### src/design/sceic_cfg.svh
`ifndef SCEIC_CFG_SVH
`define SCEIC_CFG_SVH
// ==========================================
// register indices (byte address = index * 4)
`define SCEIC_EIC_IDX 8'h1a
`define SCEIC_CFG_IDX 8'h10
`define SCEIC_MODE_IDX 8'h11
// ==========================================
// reset values
`define SCEIC_EIC_RST 8'h04
`define SCEIC_CFG_RST 8'h30
// ==========================================
// interrupt control/status bit positions
`define SCEIC_B_KFLAG 7
`define SCEIC_B_KSCAN 6
`define SCEIC_B_KACK 5
`define SCEIC_B_KEDGE 4
`define SCEIC_B_IFLAG 3
`define SCEIC_B_IEN 2
`define SCEIC_B_IACK 1
`define SCEIC_B_IEL 0
// ==========================================
// configuration bit positions
`define SCEIC_B_WDE 0
`define SCEIC_B_IV 1
`define SCEIC_B_FMV 2
`define SCEIC_B_LVRE 3
`define SCEIC_B_S1LO 4
`define SCEIC_B_S1HI 5
// ==========================================
// select-one codes
`define SCEIC_S1_P0 2'b00
`define SCEIC_S1_P0STR 2'b01
`define SCEIC_S1_GP 2'b10
`define SCEIC_S1_PORT 2'b11
// ==========================================
// address windows
`define SCEIC_PAGE0_END 16'h00ff
`define SCEIC_GP_LO 16'h4000
`define SCEIC_GP_HI 16'h7fff
`define SCEIC_STR_LO 16'h0030
`define SCEIC_STR_HI 16'h003f
// ==========================================
// timing: oscillator clocks per bus cycle, stretched hold length
`define SCEIC_BUS_PHASES 4
`define SCEIC_STRETCH_CYC 10
`endif

### src/design/sceic_pkg.sv
package sceic_pkg;
	// ==========================================
	// bus-cycle phases
	typedef enum logic [2:0] {
		BS_IDLE,
		BS_ADDR,
		BS_STRB,
		BS_HOLD,
		BS_END
	} sceic_phase_t;

	// apb request from the master
	typedef struct packed {
		logic psel;
		logic penable;
		logic pwrite;
		logic [11:0] paddr;
		logic [31:0] pwdata;
	} sceic_apb_req_t;

	// cpu access request
	typedef struct packed {
		logic valid;
		logic write;
		logic internalAcc;
		logic fetch;
		logic [15:0] addr;
		logic [7:0] wdata;
	} sceic_cpu_req_t;

	// expanded bus pins, outputs only
	typedef struct packed {
		logic [7:0] addrHi;
		logic [7:0] addrLo;
		logic [7:0] adOut;
		logic adOeN;
		logic rdN;
		logic wrN;
		logic addrStrobe;
		logic selectOneN;
		logic selectTwoN;
		logic a15SelN;
		logic fetchMarkN;
	} sceic_ext_t;
endpackage

### src/design/sys_config_ext_int_ctrl.sv
// Design decision made here: the APB interface to the registers.
`timescale 1ns/1ps
`include "sceic_cfg.svh"

module sys_config_ext_int_ctrl #(
	parameter int STRETCH_CYC = `SCEIC_STRETCH_CYC
) (
	input wire logic sys_clk,
	input wire logic rst,
	input wire sceic_pkg::sceic_apb_req_t apbReq,
	output logic [31:0] prdata,
	output logic pready,
	output logic pslverr,
	input wire sceic_pkg::sceic_cpu_req_t cpuReq,
	output logic cpuReady,
	output logic [7:0] cpuRdata,
	input wire logic vectorFetch,
	input wire logic stopWaitExec,
	output sceic_pkg::sceic_ext_t extBus,
	input wire logic [7:0] adIn,
	input wire logic modeIn,
	output logic modeOut,
	output logic modeOeN,
	input wire logic extIntN,
	input wire logic [7:0] portDIn,
	input wire logic [7:0] portDDir,
	output logic selectOneIsPort,
	output logic irqReq,
	output logic kbdIrqReq,
	output logic wakeReq,
	output logic watchdogEnable,
	output logic lowVoltageResetEnable,
	output logic busMuxed
);
	// ==========================================
	// elaboration checks
	generate
		if (STRETCH_CYC < 1 || STRETCH_CYC > 255) begin : g_bad_stretch
			$error("STRETCH_CYC must lie in 1..255");
		end
	endgenerate

	localparam logic [7:0] STR_LOAD = 8'(STRETCH_CYC - 1);
	localparam int STR_DLY = STRETCH_CYC + 3;

	typedef struct packed {
		logic [7:0] cfg;
		logic wdLock;
		logic kEdgeLock;
		logic ielLock;
		logic kScan;
		logic kEdge;
		logic kFlag;
		logic kLatch;
		logic kPrev;
		logic iEn;
		logic iel;
		logic iFlag;
		logic iLatch;
		logic iPrev;
		logic inReset;
		logic muxed;
		sceic_pkg::sceic_phase_t phase;
		logic [7:0] cnt;
		logic vis;
		logic wr;
		sceic_pkg::sceic_ext_t ext;
		logic [7:0] lastData;
		logic [7:0] rdData;
		logic [31:0] prdata;
		logic slvErr;
	} sceic_state_t;

	sceic_state_t st_r;
	sceic_state_t st_nxt;

	// ==========================================
	// helpers
	function automatic logic regHit(input logic [11:0] a, input logic [7:0] idx);
		regHit = (a == {2'b00, idx, 2'b00});
	endfunction

	function automatic logic inRange(input logic [15:0] a, input logic [15:0] lo,
			input logic [15:0] hi);
		inRange = (a >= lo) && (a <= hi);
	endfunction

	logic setupPh;
	logic wrCfg;
	logic wrEic;
	logic [7:0] wd;
	logic iFall;
	logic iSet;
	logic kLow;
	logic kFall;
	logic kSet;
	logic accept;
	logic visNow;
	logic strMatch;
	logic [1:0] s1c;
	logic [7:0] eicRd;

	// apb decode; writes land at the access edge where pready is seen high, read
	// data is registered at the setup edge so the access phase needs no wait
	assign setupPh = apbReq.psel && !apbReq.penable;
	assign wd = apbReq.pwdata[7:0];
	assign wrCfg = pready && apbReq.pwrite && regHit(apbReq.paddr, `SCEIC_CFG_IDX);
	assign wrEic = pready && apbReq.pwrite && regHit(apbReq.paddr, `SCEIC_EIC_IDX);
	assign s1c = st_r.cfg[`SCEIC_B_S1HI:`SCEIC_B_S1LO];

	// interrupt pin edge and level terms
	assign iFall = st_r.iPrev && !extIntN;
	assign iSet = iFall || (st_r.iel && !extIntN);
	// keyboard: any input-configured port d line low, only while enabled
	assign kLow = st_r.kScan && |(~portDIn & ~portDDir);
	assign kFall = kLow && !st_r.kPrev;
	assign kSet = kFall || (st_r.kEdge && kLow);

	// bus access request decode
	assign accept = (st_r.phase == sceic_pkg::BS_IDLE) && cpuReq.valid;
	assign visNow = !cpuReq.internalAcc || st_r.cfg[`SCEIC_B_IV];
	assign strMatch = (s1c == `SCEIC_S1_P0STR)
		&& inRange(cpuReq.addr, `SCEIC_STR_LO, `SCEIC_STR_HI);

	assign eicRd = {st_r.kFlag, st_r.kScan, 1'b0, st_r.kEdge,
		st_r.iFlag, st_r.iEn, 1'b0, st_r.iel};

	// ==========================================
	// next-state logic
	always_comb begin
		st_nxt = st_r;

		// bus mode is caught once, on the first edge after reset release
		if (st_r.inReset) begin
			st_nxt.inReset = 1'b0;
			st_nxt.muxed = modeIn;
		end

		// configuration register; watchdog bit locks after one write
		if (wrCfg) begin
			st_nxt.cfg[7:1] = wd[7:1];
			if (!st_r.wdLock) begin
				st_nxt.cfg[`SCEIC_B_WDE] = wd[`SCEIC_B_WDE];
				st_nxt.wdLock = 1'b1;
			end
		end

		// control/status register writes; flag bits are read-only
		if (wrEic) begin
			st_nxt.kScan = wd[`SCEIC_B_KSCAN];
			st_nxt.iEn = wd[`SCEIC_B_IEN];
			if (!st_r.kEdgeLock) begin
				st_nxt.kEdge = wd[`SCEIC_B_KEDGE];
				st_nxt.kEdgeLock = 1'b1;
			end
			if (!st_r.ielLock) begin
				st_nxt.iel = wd[`SCEIC_B_IEL];
				st_nxt.ielLock = 1'b1;
			end
			if (wd[`SCEIC_B_KACK]) begin
				st_nxt.kLatch = 1'b0;
				if (!st_r.kEdge) begin
					st_nxt.kFlag = 1'b0;
				end
			end
			if (wd[`SCEIC_B_IACK]) begin
				st_nxt.iLatch = 1'b0;
				if (!st_r.iel) begin
					st_nxt.iFlag = 1'b0;
				end
			end
		end

		// stop/wait beats a software write so the pin can always wake the part
		if (stopWaitExec) begin
			st_nxt.iEn = 1'b1;
		end

		// vector fetch clears the external flag and latch
		if (vectorFetch) begin
			st_nxt.iFlag = 1'b0;
			st_nxt.iLatch = 1'b0;
		end

		// events are applied last: a set in the clearing cycle wins
		st_nxt.iPrev = extIntN;
		if (iFall) begin
			st_nxt.iLatch = 1'b1;
		end
		if (iSet) begin
			st_nxt.iFlag = 1'b1;
		end
		st_nxt.kPrev = kLow;
		if (kFall) begin
			st_nxt.kLatch = 1'b1;
		end
		if (kSet) begin
			st_nxt.kFlag = 1'b1;
		end
		if (!st_r.kScan) begin
			st_nxt.kFlag = st_nxt.kFlag && st_r.kFlag;
		end

		// apb read data and error answer, registered at the setup edge
		if (setupPh) begin
			st_nxt.slvErr = 1'b0;
			st_nxt.prdata = 32'h0000_0000;
			if (regHit(apbReq.paddr, `SCEIC_CFG_IDX)) begin
				st_nxt.prdata[7:0] = st_r.cfg;
			end else if (regHit(apbReq.paddr, `SCEIC_EIC_IDX)) begin
				st_nxt.prdata[7:0] = eicRd;
			end else if (regHit(apbReq.paddr, `SCEIC_MODE_IDX)) begin
				st_nxt.prdata[0] = st_r.muxed;
			end else begin
				st_nxt.slvErr = 1'b1;
			end
		end

		// expanded bus sequencer, four oscillator clocks per unstretched bus cycle
		unique case (st_r.phase)
			sceic_pkg::BS_IDLE: begin
				if (accept) begin
					st_nxt.phase = sceic_pkg::BS_ADDR;
					st_nxt.vis = visNow;
					st_nxt.wr = cpuReq.write;
					st_nxt.cnt = strMatch ? STR_LOAD : 8'h00;
					// internal access with visibility off: pins keep old values
					if (visNow) begin
						st_nxt.ext.addrHi = cpuReq.addr[15:8];
						st_nxt.ext.fetchMarkN = !cpuReq.fetch;
						st_nxt.ext.a15SelN = cpuReq.addr[15];
						if (st_r.muxed) begin
							st_nxt.ext.adOut = cpuReq.addr[7:0];
							st_nxt.ext.adOeN = 1'b0;
							st_nxt.ext.addrStrobe = 1'b1;
						end else begin
							st_nxt.ext.addrLo = cpuReq.addr[7:0];
						end
						// select one by configured type, port code leaves it off
						unique case (s1c)
							`SCEIC_S1_P0, `SCEIC_S1_P0STR: begin
								st_nxt.ext.selectOneN = !inRange(cpuReq.addr,
									16'h0000, `SCEIC_PAGE0_END);
							end
							`SCEIC_S1_GP: begin
								st_nxt.ext.selectOneN = !inRange(cpuReq.addr,
									`SCEIC_GP_LO, `SCEIC_GP_HI);
							end
							`SCEIC_S1_PORT: begin
								st_nxt.ext.selectOneN = 1'b1;
							end
						endcase
						st_nxt.ext.selectTwoN = st_r.muxed || !inRange(cpuReq.addr,
							`SCEIC_GP_LO, `SCEIC_GP_HI);
					end
				end
			end
			sceic_pkg::BS_ADDR: begin
				st_nxt.phase = sceic_pkg::BS_STRB;
				st_nxt.ext.addrStrobe = 1'b0;
				if (st_r.vis) begin
					st_nxt.ext.rdN = st_r.wr;
					st_nxt.ext.wrN = !st_r.wr;
					st_nxt.ext.adOut = st_r.wr ? cpuReq.wdata : st_r.ext.adOut;
					st_nxt.ext.adOeN = !st_r.wr;
				end
			end
			sceic_pkg::BS_STRB: begin
				st_nxt.phase = sceic_pkg::BS_HOLD;
			end
			sceic_pkg::BS_HOLD: begin
				// stretched accesses stay here for the full stretch count
				if (st_r.cnt == 8'h00) begin
					st_nxt.phase = sceic_pkg::BS_END;
				end else begin
					st_nxt.cnt = st_r.cnt - 8'h01;
				end
			end
			sceic_pkg::BS_END: begin
				st_nxt.phase = sceic_pkg::BS_IDLE;
				st_nxt.ext.rdN = 1'b1;
				st_nxt.ext.wrN = 1'b1;
				st_nxt.ext.selectOneN = 1'b1;
				st_nxt.ext.selectTwoN = 1'b1;
				st_nxt.rdData = adIn;
				if (st_r.vis) begin
					// pins then carry the last external data while idle
					st_nxt.lastData = st_r.wr ? st_r.ext.adOut : adIn;
					st_nxt.ext.adOut = st_r.wr ? st_r.ext.adOut : adIn;
					st_nxt.ext.adOeN = 1'b0;
				end
			end
		endcase
	end

	// ==========================================
	// state register
	always_ff @(posedge sys_clk) begin
		if (rst) begin
			st_r <= '0;
			st_r.cfg <= `SCEIC_CFG_RST;
			st_r.iEn <= ((`SCEIC_EIC_RST >> `SCEIC_B_IEN) & 8'h01) != 8'h00;
			st_r.iPrev <= 1'b1;
			st_r.inReset <= 1'b1;
			st_r.phase <= sceic_pkg::BS_IDLE;
			st_r.ext <= '1;
			st_r.ext.addrStrobe <= 1'b0;
			st_r.ext.adOut <= 8'h00;
			st_r.ext.addrHi <= 8'h00;
			st_r.ext.addrLo <= 8'h00;
		end else begin
			st_r <= st_nxt;
		end
	end

	// ==========================================
	// outputs
	assign pready = apbReq.psel && apbReq.penable;
	assign prdata = st_r.prdata;
	assign pslverr = pready && st_r.slvErr;
	assign cpuReady = (st_r.phase == sceic_pkg::BS_END);
	assign cpuRdata = st_r.rdData;
	assign extBus = st_r.ext;
	// marker drives the shared pin only after the mode is caught
	assign modeOeN = !(st_r.cfg[`SCEIC_B_FMV] && st_r.cfg[`SCEIC_B_IV]
		&& !st_r.inReset);
	assign modeOut = st_r.ext.fetchMarkN;
	assign selectOneIsPort = (s1c == `SCEIC_S1_PORT);
	assign irqReq = st_r.iFlag && st_r.iEn;
	assign kbdIrqReq = st_r.kFlag && st_r.kScan;
	assign wakeReq = kbdIrqReq || irqReq;
	assign watchdogEnable = st_r.cfg[`SCEIC_B_WDE];
	assign lowVoltageResetEnable = st_r.cfg[`SCEIC_B_LVRE];
	assign busMuxed = st_r.muxed;
endmodule // sys_config_ext_int_ctrl

### config.mk
export PLATFORM = sky130hd
export DESIGN_NAME = sys_config_ext_int_ctrl
export DESIGN_NICKNAME = d
export VERILOG_FILES = /design/src/design/sceic_pkg.sv /design/src/design/sys_config_ext_int_ctrl.sv
export VERILOG_INCLUDE_DIRS = /design/src /design/src/design
export SDC_FILE = /design/constraint.sdc
export NUM_CORES = 1
export LEC_CHECK = 0
export ABC_AREA = 1
export ABC_CLOCK_PERIOD_IN_PS = 1600
export BUFFER_PORTS_ARGS = -buffer_cell sky130_fd_sc_hd__buf_2
export CAP_MARGIN = 20
export CORE_MARGIN = 4
export CORE_UTILIZATION = 49
export CTS_BUF_LIST = sky130_fd_sc_hd__clkbuf_4 sky130_fd_sc_hd__clkbuf_8 sky130_fd_sc_hd__clkbuf_16
export DETAILED_ROUTE_END_ITERATION = 10
export PLACE_DENSITY_LB_ADDON = 0.25
export SETUP_SLACK_MARGIN = 0.3
export SYNTH_ARGS = -nofsm -noshare
export SYNTH_HDL_FRONTEND = slang
export SYNTH_SLANG_ARGS = --single-unit
### constraint.sdc
create_clock -name sys_clk -period 1.6 [get_ports sys_clk]
set_clock_uncertainty 0.1 [all_clocks]
set_input_delay 0.16 -clock sys_clk [delete_from_list [all_inputs] [get_ports sys_clk]]
set_output_delay 0.16 -clock sys_clk [all_outputs]
set_load 0.01 [all_outputs]
After elaboration in Yosys (flattened, before gate mapping)

Cells that the tools add are included.

Register bits after elaboration: 82
Input bits: 105
Output and inout bits: 84
Word-level logic and storage cells: 165

$add $sub $neg: 1
$lt $le $gt $ge: 6
Equality and inequality tests: 20
Mux-type cells: 38
Bitwise logic cells: 6
Reductions and logical operators: 62

Operators with widths:

| kind                 | count |
|---|---|
| $mux 8               | 5 |
| $mux 38              | 1 |
| $eq 12x7->1 const B  | 3 |
| $pmux 9 s3           | 1 |
| $mux 25              | 1 |
| $logic_and 1x1->1    | 21 |
| $mux 9               | 2 |
| $ge 16x1->1 const B  | 1 |
| $ge 16x15->1 const B | 1 |
| $ge 16x6->1 const B  | 1 |
| $le 16x15->1 const B | 1 |
| $le 16x6->1 const B  | 1 |
| $le 16x8->1 const B  | 1 |
| $not 8->8            | 2 |
| $pmux 8 s2           | 1 |
| $pmux 3 s5           | 1 |
| $ne 2x2->1 const B   | 7 |
| $reduce_and 3->1     | 4 |
| $mux 1               | 11 |
| $mux 11              | 1 |
| $logic_not 1->1      | 10 |
| $mux 2               | 5 |
| $mux 5               | 2 |
| $reduce_and 2->1     | 5 |
| other kinds (28)     | 44 |

Logic depth before layout (Yosys ltp)

Word-level depth: 9
Mapped depth: 10
Depth with buffers taken out: 10

Least setup slack after synthesis

No wires, ideal clock.

Kind: register to register
From: register st_r (netlist bit busMuxed)
To: register st_r (netlist bit extBus[14])
Library setup time: 0.115 ns
Data arrival time: 1.238 ns
Data required time: 1.385 ns
Slack: 0.147 ns
Cell stages (with the launch flop): 9
Buffers on the path: 1
Period minus slack after synthesis: 1.453 ns
Cells stage by stage: dfxtp_1 -> inv_1 -> nand2_1 -> nand2_1 -> nor2_4 -> buf_6 -> nand3_1 -> nand2_1 -> nor2_1

Cells in the longest elaborated chain, start to end: 2

Ends and longest elaborated chain:

| item                              | RTL line                       | source |
|---|---|---|
| start: declaration                | sys_config_ext_int_ctrl.sv:74  | `sceic_state_t st_r;` |
| start signal: assignment          | sys_config_ext_int_ctrl.sv:312 | `st_r <= st_nxt;` |
| $ne 2x2->1 (no source line)       | --                             |  |
| $reduce_and 8->1 (no source line) | --                             |  |

No other way between the ends.
A chain may end at the register's enable or synchronous reset.

Worst setup path in the final report

From: register st_r[91] in the netlist's numbering
To: register st_r (netlist bit extBus[17])

Cells in the longest elaborated chain, start to end: 3

Ends and longest elaborated chain:

| item                                  | RTL line                                                       | source |
|---|---|---|
| $logic_not 3->1 (*)                   | sys_config_ext_int_ctrl.sv:120, sys_config_ext_int_ctrl.sv:220 |  |
| $logic_and 1x1->1                     | sys_config_ext_int_ctrl.sv:120                                 | `assign accept = (st_r.phase == sceic_pkg::BS_IDLE) && cpuReq.valid;` |
| $reduce_and 4->1 (no source line) (*) | --                                                             |  |

Every way passes the cells marked *; elsewhere a longest branch is shown, timed or not.

==> metrics <==
htree depth=3; layout filler cell count=705; Final Cycle Share=0.940; ys flop type=dfxtp_1; antenna viol nets, final=0; via count=4896; DR WL met2=7.19 mm; I/O pin count=between 150 and 200; post-DP HPWL=8.96 mm; fmax=0.665 GHz; first-pass GRT wire length=21.2 mm; pin count of the biggest net entering global routing=50; number of flops mapped to enable cells by yosys=0; FF+latch area=~1700 µm²; max_cap viols=0; RSZ-0062 raised after global routing=yes; Worst Slack Setup Final=approximately 0.095 ns; Synth Area per Inst=approximately 6.6 µm²; register area share after synthesis=0.361; arrival time at the worst endpoint=between 1.5 and 2 ns; overall power=5.27 mW; Pwr per Cell Area=about 840 nW/µm²; leakage=about 3.2 nW; Clock Sinks=82; synthesized area=4550 µm²; Max VDD drop=roughly 0.57 mV; antenna violations before repair=0; largest area contributor in the netlist=dfxtp_1; critical path buffer and inverter count=2; hold crit path type=in2reg; final WL=14.2 mm; Area Overhead vs Synth=38.5%; # rows=34; Die Footprint=10900 µm²; TritonRoute pass-1 iters=5; Internal=3.57 mW; Clock Root Buffer=clkbuf_8; area of the multi-input gates=2430 µm²; Worst-path clk slew=0.08 ns; Max Buffers Root-to-Sink=2; Slew Limit Fails=0; sequential power share=0.429; Sw Share=0.324; Yosys reg bits=between 80 and 90; area share of the largest cell type after synthesis=0.361; Metal-1 WL=5.77 mm; I/O Buffers=140; CP cell instances=nor2_4 -> nand3_4 -> clkinv_4 -> nand2_8 -> nor2_8 -> inv_8 -> nor2_2 -> nor2_1; min Tclk post-route=1.50 ns; Starting DRT DRC Count=293; CP top delay family=simple AND/OR/NAND/NOR gates; placed cell count=881; placed cell area=5090 µm²; Yosys Warn Count=0; FFs w/ async S/R, synth=0; pre-CTS setup slack=0.0327 ns; GRT Overall Usage=0.233; post-synthesis cell count=685; Final setup viols=0; Final Hold Viols=0; Post-synth top cells=nor2_1, nand2_1, dfxtp_1; Worst setup EP type=register; Slowest-stage cell, CP=dfxtp_4; final net count=959; n_diodes=0; Layout Utilization=0.708; wire length on met3=slightly below 900 µm; clock tree from TritonCTS=yes; Sw Pwr=1.71 mW; clock power share=0.270; gp weighted congestion=0.891; Comb pwr share=0.301; total congestion overflow=0; design area=6300 µm²; die width=~100 µm; core outline area=8890 µm²; count leader, synth=nor2_1; Critical Path Max Stage Delay=0.38 ns; WS Path Type=reg2reg; WL/cell=between 10 and 15 µm; share of cells above drive strength 1=0.362; Hold Worst Slack=between 0.02 and 0.025 ns; status=complete, no violations; vias in the first global route=around 4.6k; Post-Route Setup TNS=0 ns; CTS Buf Count=9; Via density=5.07; Synth area leaders=dfxtp_1, buf_4, nor2_1; Clock Latency Late Sink=0.34 ns; Post-Layout Cell Count=between 900 and 1k; worst endpoint required time=1.74 ns; max layer used=met4; Synth cell types=32; Die Ht=104 µm; CP Launch Type=register; crit path max fanout=7; # DRC=0; initial core utilization=0.512
-- worst paths after layout --
path / from / end / slack (ns) / cells after the start
hold reg to reg: cpuRdata[5] / cpuRdata[5] / 0.37 / 2
setup reg to reg: st_r[91] / extBus[17] / 0.1 / 8
setup / recovery: st_r[91] / extBus[17] / 0.1 / 8
hold / removal: cpuReq[9] / extBus[17] / 0.02 / 3
-- cells in the final DEF, fill, tap and decap left out, drive strengths merged --
| cell type | instances |
|---|---|
| buf | 184 |
| nor2 | 153 |
| nand2 | 146 |
| dfxtp | 82 |
| inv | 70 |
| nand3 | 44 |
| o21ai | 39 |
| dlygate4sd3 | 35 |
| a21oi | 33 |
| conb | 24 |
| clkbuf | 14 |
| nand4 | 8 |
| o211ai | 5 |
| nor3 | 5 |
| clkinv | 4 |
| clkinvlp | 3 |
| o21a | 2 |
| ha | 2 |
| xor2 | 1 |
| xnor2 | 1 |
| or2 | 1 |
| o22ai | 1 |
-- sequential cells by signal, summed over array words and instances, names as in the netlist --
name,count
prdata,8
st_r,23
lowVoltageResetEnable,1
busMuxed,1
cpuRdata,8
watchdogEnable,1
modeOut,1
eicRd,6
s1c,2
extBus,31
-- cell type report --
type                            count  area share
Clock buffer                       12      0.0260
Clock inverter                      4     0.00378
Inverter                           72      0.0477
Multi-Input combinational cell    465       0.385
Sequential cell                    82       0.265
Tap cell                          108      0.0215
Timing Repair Buffer              221       0.250
Timing Repair inverter              1     0.00119
-- repair_timing --
item | in CTS | in global routing
gates cloned | 3 | 3
pin swaps | 15 | 20
buffers inserted | 17 | 10
hold buffers | 35 | 0
gates resized for setup | 39 | 76
endpoints found under the hold margin | 38 | 0
endpoints found under the setup margin | 44 | 68
-- metal layers --
metal / global-route usage / up-vias
li1: - / 2388
met1: 0.283 / 2280
met2: 0.408 / 195
met3: 0.0484 / 33
met4: 0.0760 / 0
met5: 0 / -
-- power groups by stage --
stage | Sequential, mW | Combinational, mW | Clock, mW
2_1_floorplan | 2.29 | 0.912 | 0
3_3_place_gp | 2.30 | 1.11 | 0
3_5_place_dp | 2.30 | 1.14 | 0
4_1_cts | 2.26 | 1.37 | 1.45
5_1_grt | 2.28 | 1.73 | 1.53
6_report | 2.26 | 1.59 | 1.42
-- cell families (layout without fill, tap and decap cells) --
group,Yosys count,in the layout,share of synthesized area
other cells,1,24,0.000825
buf+inv,162,310,0.200
compound gates,80,80,0.0979
simple gates,356,357,0.331
flops,82,82,0.361
fa+ha+maj,2,2,0.00550
xor+xnor,2,2,0.00385
-- worst register-to-register path: cells and delay by family, from the launching register on --
| family | cells | cell delay [ns] |
|---|---|---|
| buffers and inverters | 2 | 0.19 |
| and+or+nand+nor | 6 | 0.74 |
| DFF | 1 | 0.38 |
No activity file was read; power rests on OpenSTA's default activity.
